--- src/logic/hsl_pkg.sv ---
// hsl_pkg: constants and types for the hdlc event latch and interrupt block
// assumes an ahb-lite master with 32-bit word accesses and one clock domain
//
// Notes on behaviour
// - tx packet-end flag sets on a tagged last-byte fetch or on an underrun
// - a latched flag clears only when software writes 1; writing 0 keeps it
// - interrupt only while flag set, its enable set and group enable set
// - contribution drops at once when flag, its enable or group enable clears
// - underrun flag sets per underrun; rearms only after the fifo is written again
// - tx low-level flag sets on each rising edge of the live below-threshold status
// - rx high-level flag sets on each rising edge of the live above-threshold status
// - abort flag sets on seven or more consecutive ones inside a packet
// - an abort pattern while idle, outside a packet, sets nothing
// - after an abort, a valid flag must arrive before another abort counts
// - packet-start flag sets on each detected start of an incoming packet
// - packet-end flag sets on every closing flag in a packet, good or bad
// - overrun flag sets per overrun; rearms only after the fifo is read
// - latch layout: overrun bit 7 down to tx packet-end bit 0
// - one enable per flag at matching bits, 1 enables, all reset to 0
// - live tx status high while tx fifo holds fewer bytes than its threshold
// - live rx status high while rx fifo holds more bytes than its threshold

package hsl_pkg;

  ////////////////////////////////////////////////////////////////////////////////
  // register indices, byte address is four times the index
  localparam logic [7:0] IDX_LEVEL_SEL  = 8'h51;
  localparam logic [7:0] IDX_RT_STATUS  = 8'h54;
  localparam logic [7:0] IDX_LATCH      = 8'h55;
  localparam logic [7:0] IDX_IRQ_EN     = 8'h56;
  localparam logic [7:0] IDX_LATCH_CLR  = 8'h58;
  localparam logic [7:0] IDX_MASTER_EN  = 8'h5b;

  ////////////////////////////////////////////////////////////////////////////////
  // latch and enable bit positions
  localparam int BIT_TX_PKT_END   = 0;
  localparam int BIT_TX_UNDERRUN  = 1;
  localparam int BIT_TX_LOW_LEVEL = 2;
  localparam int BIT_RX_HIGH_LVL  = 3;
  localparam int BIT_RX_ABORT     = 4;
  localparam int BIT_RX_PKT_START = 5;
  localparam int BIT_RX_PKT_END   = 6;
  localparam int BIT_RX_OVERRUN   = 7;
  localparam int NUM_FLAGS        = 8;

  // live status bits and level select fields
  localparam int RT_TX_BELOW      = 2;
  localparam int RT_RX_ABOVE      = 3;
  localparam int SEL_TX_LSB       = 0;
  localparam int SEL_RX_LSB       = 4;
  localparam int MASTER_HDLC_BIT  = 0;

  ////////////////////////////////////////////////////////////////////////////////
  // reset values and counts
  localparam logic [7:0] RST_LATCH     = 8'h00;
  localparam logic [7:0] RST_IRQ_EN    = 8'h00;
  localparam logic [7:0] RST_LEVEL_SEL = 8'h00;
  localparam logic [7:0] RST_MASTER_EN = 8'h00;
  localparam logic [8:0] LEVEL_BASE    = 9'h010;
  localparam logic [8:0] LEVEL_STEP    = 9'h020;
  localparam logic [2:0] ABORT_ONES    = 3'h7;
  localparam logic [2:0] HSIZE_WORD    = 3'h2;

  ////////////////////////////////////////////////////////////////////////////////
  // captured address phase
  typedef struct packed {
    logic       valid;
    logic       write;
    logic [7:0] idx;
  } hsl_req_t;

endpackage : hsl_pkg

--- src/logic/hsl_top.sv ---
// hsl_top: hdlc event latch, per-flag enables and interrupt output
// assumes ahb-lite with one slave, event inputs synchronous to CLK
//
// Added by the designer: register access over AHB-Lite.
`timescale 1ns/1ps

module hsl_top (
  // clock and reset
  input  wire logic        CLK,
  input  wire logic        NRST,
  // ahb-lite slave
  input  wire logic        HSEL,
  input  wire logic [31:0] HADDR,
  input  wire logic [1:0]  HTRANS,
  input  wire logic        HWRITE,
  input  wire logic [2:0]  HSIZE,
  input  wire logic [31:0] HWDATA,
  input  wire logic        HREADY,
  output logic      [31:0] HRDATA,
  output logic             HREADYOUT,
  output logic             HRESP,
  // transmit controller
  input  wire logic        TX_FETCH,
  input  wire logic        TX_LAST_BYTE_TAG,
  input  wire logic        TX_FIFO_WRITE,
  input  wire logic        TX_UNDERRUN,
  input  wire logic [8:0]  TX_FIFO_LEVEL,
  // receive controller
  input  wire logic        RX_BIT_EN,
  input  wire logic        RX_BIT,
  input  wire logic        RX_IN_PACKET,
  input  wire logic        RX_FLAG_SEEN,
  input  wire logic        RX_PKT_START,
  input  wire logic        RX_CLOSING_FLAG,
  input  wire logic        RX_FIFO_READ,
  input  wire logic        RX_OVERRUN,
  input  wire logic [8:0]  RX_FIFO_LEVEL,
  // status and interrupt
  output logic             TX_BELOW_THRESHOLD,
  output logic             RX_ABOVE_THRESHOLD,
  output logic             IRQ
);

  ////////////////////////////////////////////////////////////////////////////////
  // decode helpers
  function automatic logic [7:0] fn_idx(input logic [31:0] addr);
    fn_idx = addr[9:2];
  endfunction : fn_idx

  function automatic logic [8:0] fn_level(input logic [2:0] sel);
    fn_level = hsl_pkg::LEVEL_BASE + 9'(hsl_pkg::LEVEL_STEP * sel);
  endfunction : fn_level

  ////////////////////////////////////////////////////////////////////////////////
  // state
  hsl_pkg::hsl_req_t req_reg;
  hsl_pkg::hsl_req_t req_next;
  logic        rd_wait_reg;
  logic [31:0] rdata_reg;
  logic [7:0]  latch_reg;
  logic [7:0]  latch_next;
  logic [7:0]  irq_en_reg;
  logic [7:0]  level_sel_reg;
  logic [7:0]  master_en_reg;
  logic        tx_below_reg;
  logic        tx_below_prev_reg;
  logic        rx_above_reg;
  logic        rx_above_prev_reg;
  logic        tx_udr_armed_reg;
  logic        rx_ovr_armed_reg;
  logic        abort_armed_reg;
  logic [2:0]  ones_reg;
  logic [2:0]  ones_next;

  ////////////////////////////////////////////////////////////////////////////////
  // bus decode
  wire        addr_ok    = HSEL & HTRANS[1] & HREADY & (HSIZE == hsl_pkg::HSIZE_WORD)
                           & (HADDR[1:0] == 2'h0);
  wire        wr_phase   = req_reg.valid & req_reg.write & HREADY;
  wire        wr_irq_en  = wr_phase & (req_reg.idx == hsl_pkg::IDX_IRQ_EN);
  wire        wr_sel     = wr_phase & (req_reg.idx == hsl_pkg::IDX_LEVEL_SEL);
  wire        wr_master  = wr_phase & (req_reg.idx == hsl_pkg::IDX_MASTER_EN);
  wire        wr_clear   = wr_phase & ((req_reg.idx == hsl_pkg::IDX_LATCH)
                           | (req_reg.idx == hsl_pkg::IDX_LATCH_CLR));
  wire [7:0]  clr_mask   = wr_clear ? HWDATA[7:0] : 8'h00;
  wire        group_en   = master_en_reg[hsl_pkg::MASTER_HDLC_BIT];
  wire [7:0]  rt_status  = {4'h0, rx_above_reg, tx_below_reg, 2'h0};

  assign req_next = '{valid: addr_ok, write: HWRITE, idx: fn_idx(HADDR)};

  wire [7:0]  rd_sel =
    (req_reg.idx == hsl_pkg::IDX_LEVEL_SEL) ? level_sel_reg :
    (req_reg.idx == hsl_pkg::IDX_RT_STATUS) ? rt_status :
    (req_reg.idx == hsl_pkg::IDX_LATCH)     ? latch_reg :
    (req_reg.idx == hsl_pkg::IDX_IRQ_EN)    ? irq_en_reg :
    (req_reg.idx == hsl_pkg::IDX_MASTER_EN) ? master_en_reg : 8'h00;

  assign HREADYOUT = ~rd_wait_reg;
  assign HRESP     = 1'b0;
  assign HRDATA    = rdata_reg;

  ////////////////////////////////////////////////////////////////////////////////
  // bus registers
  always_ff @(posedge CLK) begin
    if (!NRST) begin
      req_reg     <= '0;
      rd_wait_reg <= 1'b0;
      rdata_reg   <= 32'h0000_0000;
    end else begin
      if (HREADY) begin
        req_reg <= req_next;
      end
      rd_wait_reg <= addr_ok & ~HWRITE;
      if (rd_wait_reg) begin
        rdata_reg <= {24'h00_0000, rd_sel};
      end
    end
  end

  always_ff @(posedge CLK) begin
    if (!NRST) begin
      irq_en_reg    <= hsl_pkg::RST_IRQ_EN;
      level_sel_reg <= hsl_pkg::RST_LEVEL_SEL;
      master_en_reg <= hsl_pkg::RST_MASTER_EN;
    end else begin
      if (wr_irq_en) begin
        irq_en_reg <= HWDATA[7:0];
      end
      if (wr_sel) begin
        level_sel_reg <= HWDATA[7:0];
      end
      if (wr_master) begin
        master_en_reg <= HWDATA[7:0];
      end
    end
  end

  ////////////////////////////////////////////////////////////////////////////////
  // live fifo level status
  wire [8:0] tx_level = fn_level(level_sel_reg[hsl_pkg::SEL_TX_LSB +: 3]);
  wire [8:0] rx_level = fn_level(level_sel_reg[hsl_pkg::SEL_RX_LSB +: 3]);
  wire       tx_below = TX_FIFO_LEVEL < tx_level;
  wire       rx_above = RX_FIFO_LEVEL > rx_level;

  always_ff @(posedge CLK) begin
    if (!NRST) begin
      tx_below_reg      <= 1'b0;
      tx_below_prev_reg <= 1'b0;
      rx_above_reg      <= 1'b0;
      rx_above_prev_reg <= 1'b0;
    end else begin
      tx_below_reg      <= tx_below;
      tx_below_prev_reg <= tx_below_reg;
      rx_above_reg      <= rx_above;
      rx_above_prev_reg <= rx_above_reg;
    end
  end

  assign TX_BELOW_THRESHOLD = tx_below_reg;
  assign RX_ABOVE_THRESHOLD = rx_above_reg;

  ////////////////////////////////////////////////////////////////////////////////
  // event qualification
  wire udr_evt   = TX_UNDERRUN & tx_udr_armed_reg;
  wire ovr_evt   = RX_OVERRUN & rx_ovr_armed_reg;
  wire abort_evt = RX_BIT_EN & RX_BIT & (ones_reg == hsl_pkg::ABORT_ONES - 3'h1)
                   & RX_IN_PACKET & abort_armed_reg;

  assign ones_next = !RX_BIT_EN ? ones_reg :
                     !RX_BIT ? 3'h0 :
                     (ones_reg == hsl_pkg::ABORT_ONES) ? ones_reg : ones_reg + 3'h1;

  always_ff @(posedge CLK) begin
    if (!NRST) begin
      tx_udr_armed_reg <= 1'b0;
      rx_ovr_armed_reg <= 1'b1;
      abort_armed_reg  <= 1'b0;
      ones_reg         <= 3'h0;
    end else begin
      tx_udr_armed_reg <= TX_FIFO_WRITE | (tx_udr_armed_reg & ~udr_evt);
      rx_ovr_armed_reg <= RX_FIFO_READ | (rx_ovr_armed_reg & ~ovr_evt);
      abort_armed_reg  <= RX_FLAG_SEEN | (abort_armed_reg & ~abort_evt);
      ones_reg         <= ones_next;
    end
  end

  ////////////////////////////////////////////////////////////////////////////////
  // latched flags, set wins over clear
  logic [7:0] set_vec;
  assign set_vec[hsl_pkg::BIT_TX_PKT_END]   = (TX_FETCH & TX_LAST_BYTE_TAG) | udr_evt;
  assign set_vec[hsl_pkg::BIT_TX_UNDERRUN]  = udr_evt;
  assign set_vec[hsl_pkg::BIT_TX_LOW_LEVEL] = tx_below_reg & ~tx_below_prev_reg;
  assign set_vec[hsl_pkg::BIT_RX_HIGH_LVL]  = rx_above_reg & ~rx_above_prev_reg;
  assign set_vec[hsl_pkg::BIT_RX_ABORT]     = abort_evt;
  assign set_vec[hsl_pkg::BIT_RX_PKT_START] = RX_PKT_START;
  assign set_vec[hsl_pkg::BIT_RX_PKT_END]   = RX_CLOSING_FLAG & RX_IN_PACKET;
  assign set_vec[hsl_pkg::BIT_RX_OVERRUN]   = ovr_evt;

  assign latch_next = (latch_reg & ~clr_mask) | set_vec;

  always_ff @(posedge CLK) begin
    if (!NRST) begin
      latch_reg <= hsl_pkg::RST_LATCH;
    end else begin
      latch_reg <= latch_next;
    end
  end

  ////////////////////////////////////////////////////////////////////////////////
  // interrupt combine
  logic [7:0] irq_bit;
  genvar gi;
  generate
    for (gi = 0; gi < hsl_pkg::NUM_FLAGS; gi++) begin : g_irq
      assign irq_bit[gi] = latch_reg[gi] & irq_en_reg[gi] & group_en;
    end
  endgenerate

  assign IRQ = |irq_bit;
endmodule : hsl_top
--- config.mk ---
export PLATFORM = sky130hd
export DESIGN_NAME = hsl_top
export DESIGN_NICKNAME = d
export VERILOG_FILES = /design/src/logic/hsl_pkg.sv /design/src/logic/hsl_top.sv
export SDC_FILE = /design/constraint.sdc
export NUM_CORES = 1
export LEC_CHECK = 0
export CORE_UTILIZATION = 50
export DETAILED_ROUTE_END_ITERATION = 10
export DONT_BUFFER_PORTS = 1
export PLACE_DENSITY_LB_ADDON = 0.05
export SYNTH_ARGS = -nofsm -noshare
export SYNTH_HDL_FRONTEND = slang
export SYNTH_SLANG_ARGS = --single-unit
--- constraint.sdc ---
create_clock -name CLK -period 1.7 [get_ports CLK]
set_input_delay 0.34 -clock CLK [delete_from_list [all_inputs] [get_ports CLK]]
set_output_delay 0.34 -clock CLK [all_outputs]
set_load 0.02 [all_outputs]
==> Word-level counts from Yosys, hierarchy flattened <==
Cells that the tools add are included.
{ "classes": {"mux": 8, "add_sub_neg": 3, "bitwise": 55, "n_reduce_logical": 3, "magnitude_cmp": 2, "n_eq_ne": 10} }
{ "op_table": {"columns": ["op", "n"], "rows": [
  ["equality test 8 x 7 -> 1 bit, second input constant", 6],
  ["2-to-1 mux 8 bit", 6],
  ["AND 1 bit", 40],
  ["adder 5 x 8 -> 9 bit, first input constant", 2],
  ["> comparator 9 bit", 1],
  ["< comparator 9 bit", 1],
  ["AND 8 bit", 1],
  ["inverter 8 bit", 1],
  ["OR 8 bit", 1],
  ["OR reduction 8 bit", 1],
  ["inverter 1 bit", 7],
  ["equality test 3 bit, second input constant", 2],
  ["2-to-1 mux 3 bit", 2],
  ["OR 1 bit", 5],
  ["adder 3 x 1 -> 3 bit, second input constant", 1],
  ["equality test 3 x 2 -> 1 bit, second input constant", 1],
  ["logical NOT 2 bit", 1],
  ["!= test 2 bit, second input constant", 1],
  ["AND reduction 2 bit", 1]
]} }
{ "totals": {"regBits": 61, "word_cells": 98, "input_bits": 104} }

==> Longest topological paths before layout <==
Gate-level depths: netlist of run 1.
{ "logic_depth": {"word_depth": 7, "depth_mapped": 6, "ltp_nobuf": 6} }

==> Worst setup path before layout of run 1 <==
OpenSTA, ideal clock, no wires.
{ "synth_path": {"path_type": "flip-flop to flip-flop", "start": "reg req_reg[1] in the netlist's numbering", "end": "reg level_sel_reg[0]", "t_required_ns": 1.572, "stages_incl_launch_ff": 5, "t_arrival_ns": 1.250, "n_path_buf": 0, "setup_slack_ns": 0.322, "path_cell_list": "dfxtp_1 -> nor4b_4 -> nand3_4 -> mux2i_1 -> nor2_1"} }
{ "synth_between": {"elab_chain_len": 2} }
{ "synth_rtl": {"columns": ["item", "line_no", "rtl"], "rows": [
  ["from (decl)", "hsl_top.sv:56", "hsl_pkg::hsl_req_t req_reg;"],
  ["from (signal assigned)", "hsl_top.sv:111", "req_reg <= req_next;"],
  ["equality test 8 x 7 -> 1 bit", "hsl_top.sv:81", "wire wr_sel = wr_phase & (req_reg.idx == hsl_pkg::IDX_LEVEL_SEL);"],
  ["AND 1 bit", "hsl_top.sv:81", null],
  ["to (signal assigned)", "hsl_top.sv:123", "level_sel_reg <= hsl_pkg::RST_LEVEL_SEL;"],
  ["to (signal assigned)", "hsl_top.sv:130", "level_sel_reg <= HWDATA[7:0];"],
  ["to (decl)", "hsl_top.sv:63", "logic [7:0] level_sel_reg;"]
]} }
No other way between the ends.
A chain may end at the register's enable or synchronous reset.

==> Final worst setup path of run 1 <==
{ "layout_path": {"start": "reg latch_reg[5]", "end": "out IRQ"} }
{ "layout_between": {"elab_chain_len": 3} }
{ "layout_rtl": {"columns": ["item", "line_no", "rtl"], "rows": [
  ["from (decl)", "hsl_top.sv:60", "logic [7:0] latch_reg;"],
  ["from (signal assigned)", "hsl_top.sv:203", "latch_reg <= hsl_pkg::RST_LATCH;"],
  ["from (signal assigned)", "hsl_top.sv:205", "latch_reg <= latch_next;"],
  ["AND 1 bit (2 in series)", "hsl_top.sv:215", "assign irq_bit[gi] = latch_reg[gi] & irq_en_reg[gi] & group_en;"],
  ["OR reduction 8 bit", "hsl_top.sv:219", "assign IRQ = |irq_bit;"],
  ["to (decl)", "hsl_top.sv:41", "output logic IRQ"]
]} }
No other way between the ends.

==> impl_metrics.tcl, run 1 <==
set metrics [dict create \
    cts_resized 0 \
    cts_num_sinks 61 \
    setup_viol 0 \
    synth_cell_types 47 \
    clock_skew_ns 0.00645 \
    post_cts_buffers 0 \
    io_buffer_count 0 \
    drive_gt1_share_pct 10.7 \
    clock_latency_ns 0.33 \
    min_period_over_period_pct 94.7 \
    die_x_um 79.5 \
    holdPathStages 1 \
    async_flop_share_pct 0 \
    grt_max_degree 42 \
    p_per_area_nw_per_um2 894 \
    dp_hpwl_um 4740 \
    cts.clk_slew.worst_paths_ns 0.06 \
    hold_buffers 0 \
    dpl.cell_count 403 \
    end_kind "output port" \
    antenna_found_initial 0 \
    die_area_sq_um 6320 \
    drt_wl_total_um 6490 \
    synth_cells 334 \
    combPwrFrac_pct 7.3 \
    htree_levels 3 \
    overflow 0 \
    synth_largest_area_cell "dfxtp_1" \
    synth_top_area_share_pct 40.7 \
    leakage_nw 1.33 \
    dr.pass1.iters 5 \
    vdd_drop_max_mv 0.532 \
    fin_crit_ns 1.61 \
    initial_core_util_pct 53.2 \
    ys_seq_area_share_pct 40.7 \
    largest_reg_flops 10 \
    syn_area_sq_um 3000 \
    p_seq_share_pct 52.3 \
    hold_viol 0 \
    switchingPower_mw 0.693 \
    grt.total_usage_pct 21.6 \
    syn2layout_area_growth_pct 7.13 \
    min_path_type "in2reg" \
    synth_commonest_cells "61 x dfxtp_1, 27 x buf_4, 25 x nor2_1" \
    cp.required_ns 1.36 \
    ctsLongestPathBuffers 2 \
    antennaDiodeCount 0 \
    grt_pass1_vias 2137 \
    status "finished clean" \
    cts_tree "yes" \
    cp_data_arrival_time_ns 1.27 \
    pwr-share-clk_pct 40.4 \
    stdcell_count 418 \
    nets 455 \
    drtAntennaViolNets 0 \
    r2r_cells 4 \
    drv_cap 0 \
    syn-mean-instance-area_sq_um 8.99 \
    coreArea_sq_um 5640 \
    max_freq_ghz 0.621 \
    vias_per_cell 5.50 \
    gp_congestion 0.774 \
    io-pin-count 141 \
    critPathLaunch "latch_reg[5]" \
    reg2reg_from "req_reg[5]" \
    synth-edff-count 0 \
    p_int_mw 2.18 \
    drc 0 \
    ys_ff_latch 61 \
    cp_max_fo 3 \
    crit_type "reg2out" \
    synth.most_common_cell "dfxtp_1" \
    ys_warn_count 0 \
    cts_buffers 9 \
    fin_tns_setup_ns 0 \
    startpoint_type "flip-flop" \
    swShare_pct 24.1 \
    dieHeight_um 79.5 \
    rsz0062_at_grt "false" \
    min_from "TX_FIFO_LEVEL[8]" \
    synth_flop_cell "dfxtp_1" \
    grt_pass1_wl_um 10300 \
    drtIter0Drc 144 \
    final_max_slew_viol_count 0 \
    synth_area_leaders "dfxtp_1 41%, buf_4 6.8%, mux2i_1 6.0%" \
    num_vias 2300 \
    routedWlPerCell_um 15.5 \
    cts_root_buf "clkbuf_8" \
    rows 27 \
]
## cells by family (layout without fill, tap and decap cells)
family | count (synthesis) | count (layout) | share of synthesized area (%)
and+or+nand+nor | 97 | 97 | 19.1
AOI/OAI and AO/OA | 91 | 91 | 19.1
DFF | 61 | 61 | 40.7
buffers and inverters | 57 | 45 | 11.2
muxes | 18 | 18 | 6.00
adders and majority gates | 9 | 9 | 3.75
other | 1 | 25 | 0.125
## layout by cell type, fill, tap and decap left out, types with 8 or more instances in the layout
cell      Yosys  layout
dfxtp_1      61      61
nor2_1       25      25
conb_1        1      25
nand3_1      20      20
a21oi_1      20      20
mux2i_1      18      18
nand2_1      17      17
o21ai_1      17      17
buf_4        27      15
inv_1        14      14
o21ai_0      13      13
clkbuf_8      0      12
a31oi_1       9       9
ha_1          9       9
nor2b_1       8       8
a22o_1        8       8
## metal layers
metal | part of all wire, % | vias to the layer above | GRT usage (%)
met5 | 0 | - | 0
met4 | 1.2 | 0 | 11.1
met3 | 5.5 | 8 | 4.00
met2 | 45 | 68 | 33.2
met1 | 48 | 1059 | 28.6
li1 | - | 1165 | -
## power groups by stage
stage | clock network [mW] | registers (mW) | logic (mW)
floorplan | 0 | 1.52 | 0.231
global placement | 0 | 1.54 | 0.205
detailed placement | 0 | 1.54 | 0.209
CTS | 1.18 | 1.50 | 0.209
global route | 1.25 | 1.51 | 0.234
finish | 1.16 | 1.50 | 0.209
## worst max-delay path, cell delays in order (launching register included)
cell	delay, ns
dfxtp_1	0.33
a22oi_1	0.24
a41oi_2	0.17
buf_4	0.19
## stage by stage
step | total power, mW | hold slack, ns | worst slack (ns) | utilization (%) | area [sq um]
final | 2.88 | 0.0820 | 0.0894 | 57.0 | 3220
after global routing | 2.99 | 0.0747 | 0.0121 | 57.0 | 3220
after CTS | 2.89 | 0.0727 | 0.0488 | 56.9 | 3210
after detailed placement | 1.75 | 0.427 | 0.156 | 53.7 | 3030
after global placement | 1.74 | 0.426 | 0.153 | 53.7 | 3030
after floorplan | 1.75 | 0.419 | 0.322 | - | 3090
## cell type report
type | count | area (sq um)
Clock buffer | 14 | 173
Fill cell | 539 | 2420
Timing Repair Buffer | 16 | 133
Inverter | 14 | 52.6
Multi-Input combinational cell | 240 | 1540
Tap cell | 72 | 90.1
Sequential cell | 61 | 1220
Clock inverter | 1 | 5.00
## final timing paths
| path | slack [ns] | end |
|---|---|---|
| worst max-delay path | 0.09 | IRQ |
| worst min-delay path | 0.08 | TX_BELOW_THRESHOLD |
| worst max register to register | 0.13 | HRDATA[6] |
| worst min register to register | 0.46 | master_en_reg[5] |
(Power assumes the default switching activity.)
==> inputs of run 2 (changes only) <==
--- a/config.mk
+++ b/config.mk
@@ -5,7 +5,9 @@
 export SDC_FILE = /design/constraint.sdc
 export NUM_CORES = 1
 export LEC_CHECK = 0
-export CORE_UTILIZATION = 50
+export CELL_PAD_IN_SITES_DETAIL_PLACEMENT = 1
+export CELL_PAD_IN_SITES_GLOBAL_PLACEMENT = 1
+export CORE_UTILIZATION = 29
 export DETAILED_ROUTE_END_ITERATION = 10
 export DONT_BUFFER_PORTS = 1
 export PLACE_DENSITY_LB_ADDON = 0.05
==> constraint.sdc (replaced) <==
create_clock -name CLK -period 1.4 [get_ports CLK]
set_input_delay 0.28 -clock CLK [delete_from_list [all_inputs] [get_ports CLK]]
set_output_delay 0.28 -clock CLK [all_outputs]
set_load 0.02 [all_outputs]
==> run 2 against run 1 <==
  * The flow now finishes with violations (negative setup slack)
  * Final cell count is 24% higher
  * Via count is 8.4% higher
  * Die area increased by 70%
  * Routed wire length rose by 34%
  * Critical path depth unchanged
  * Register-to-register slack worse by 0.20 ns
  * Clock power is 18% higher
  * Sequential power up 21%
  * Highest routed layer unchanged
==> impl_metrics.tcl, run 2 (synthesis results as in run 1) <==
set metrics [dict create \
    cts_tree "yes" \
    die_x_um 104 \
    drv_cap 0 \
    rows 36 \
    grt_max_degree 42 \
    htree_levels 3 \
    fin_hold_ws_ns 0.0199 \
    cts_num_sinks 61 \
    drive_gt1_share_pct 32.8 \
    io-pin-count 141 \
    vias_per_cell 4.82 \
    max_freq_ghz 0.655 \
    antennaDiodeCount 0 \
    overflow 0 \
    die_area_sq_um 10800 \
    num_vias 2493 \
    syn2layout_area_growth_pct 29.6 \
    dp_hpwl_um 6210 \
    rsz0062_at_grt "true" \
    ctsLongestPathBuffers 2 \
    reg2reg_from "req_reg[5]" \
    routedWlPerCell_um 16.8 \
    r2r_slack_ns -0.07 \
    grt.total_usage_pct 16.2 \
    r2r_cells 6 \
    grt_pass1_vias 2485 \
    setup_viol 22 \
    drt_wl_total_um 8680 \
    crit_type "reg2out" \
    min_path_type "in2reg" \
    final_cell_mix "52 x dfxtp_1, 34 x buf_4, 25 x nor2_1, 25 x conb_1, 18 x mux2i_1" \
    clock_latency_ns 0.34 \
    pre_cts_slack_ns -0.122 \
    initial_core_util_pct 30.3 \
    cp_max_fo 2 \
    grt_pass1_wl_um 13500 \
    worst_slack_ns -0.127 \
    clock_skew_ns 0.00744 \
    fin_crit_ns 1.53 \
    dr.pass1.iters 4 \
    min_from "HWRITE" \
    final_common_cell "dfxtp_1" \
    nets 493 \
    coreArea_sq_um 9910 \
    drc 0 \
    vdd_drop_max_mv 0.386 \
    cts.clk_slew.worst_paths_ns 0.07 \
    fillers 1143 \
    rr_endpoint "HRDATA[6]" \
    min_period_over_period_pct 109 \
    cp_data_arrival_time_ns 1.25 \
    cts_root_buf "clkbuf_8" \
    io_buffer_count 0 \
    antenna_found_initial 0 \
    cts_buffers 9 \
    drtIter0Drc 75 \
    hold_viol 0 \
    hold-path-endpoint "rd_wait_reg" \
    status "complete, but fails checks" \
    drtAntennaViolNets 0 \
    violations "negative setup slack" \
    end_kind "output port" \
    cp.required_ns 1.12 \
    holdPathStages 1 \
    startpoint_type "flip-flop" \
    largest_reg_flops 10 \
    final_max_slew_viol_count 0 \
    dieHeight_um 104 \
    gp_congestion 0.731 \
    leakage_nw 1.58 \
    p_per_area_nw_per_um2 914 \
]
-- run 2: cell count changes in the layout (fill, tap and decap cells not counted), moves of 4 or more --
cell      before  now
nand3_1       20    4
a311oi_2       0    4
buf_6          0   17
a22oi_2        0    4
nand3_2        0   15
a22oi_1        5    1
dfxtp_4        0    4
dfxtp_2        0    5
buf_4         15   34
a311oi_1       4    0
dfxtp_1       61   52
-- run 2: cell type report --
cell class / instances / area (sq um) / area share [%]
clock buffers: 10 / 138 / 3.54
clock inverters: 5 / 27.5 / 0.707
inverters: 14 / 52.6 / 1.35
multi-input cells: 240 / 1760 / 45.3
flip-flops and latches: 61 / 1240 / 31.9
well taps: 133 / 166 / 4.28
repair buffers: 54 / 502 / 12.9
-- run 2: per-stage QoR --
step | utilization (%) | std cells | power (mW) | cell area, sq um | setup TNS, ns
2_1_floorplan | - | 358 | 2.13 | 3090 | 0
3_3_place_gp | 33.1 | 487 | 2.17 | 3280 | -2.38
3_5_place_dp | 33.1 | 487 | 2.17 | 3280 | -2.66
4_1_cts | 36.8 | 511 | 3.59 | 3650 | -0.780
5_1_grt | 39.3 | 517 | 3.74 | 3890 | -2.44
6_report | 39.3 | 517 | 3.56 | 3890 | -0.775
-- run 2: worst max-delay path, stage by stage, from the launching register on --
cell	delay [ns]
dfxtp_2	0.33
a22oi_2	0.25
a41oi_2	0.15
buf_4	0.19
-- run 2: how the worst max path moves through the flow --
stage | end | start | slack [ns]
floorplan | level_sel_reg[0] | req_reg[1] | 0.02
finish | IRQ | irq_en_reg[5] | -0.13
CTS | IRQ | irq_en_reg[5] | -0.13
global placement | irq_en_reg[4] | req_reg[3] | -0.10
global route | IRQ | irq_en_reg[5] | -0.17
detailed placement | latch_reg[0] | req_reg[2] | -0.12
-- run 2: what timing repair did --
| action | 4_1_cts | 5_1_grt |
|---|---|---|
| pin swaps | 16 | 31 |
| gates resized for setup | 39 | 40 |
| setup endpoints to repair | 34 | 35 |
| cloned | 1 | 1 |
| endpoints found under the hold margin | 1 | 0 |
| hold buffers | 1 | 0 |
| setup buffers | 9 | 6 |
-- run 2: metal layers --
| metal | track usage [%] | up-vias | share of wire [%] |
|---|---|---|---|
| met5 | 0 | - | 0 |
| met4 | 6.43 | 0 | 1.4 |
| met3 | 2.77 | 7 | 3.4 |
| met2 | 26.5 | 52 | 47 |
| met1 | 21.2 | 1191 | 48 |
| li1 | - | 1243 | - |
-- run 2: power by group --
| part | internal, mW | total [mW] | switching [mW] | leakage [nW] |
|---|---|---|---|---|
| Combinational | 0.162 | 0.365 | 0.203 | 0.995 |
| Sequential | 1.78 | 1.82 | 0.0414 | 0.502 |
| Clock | 0.668 | 1.37 | 0.707 | 0.0877 |
| Total | 2.60 | 3.56 | 0.951 | 1.58 |
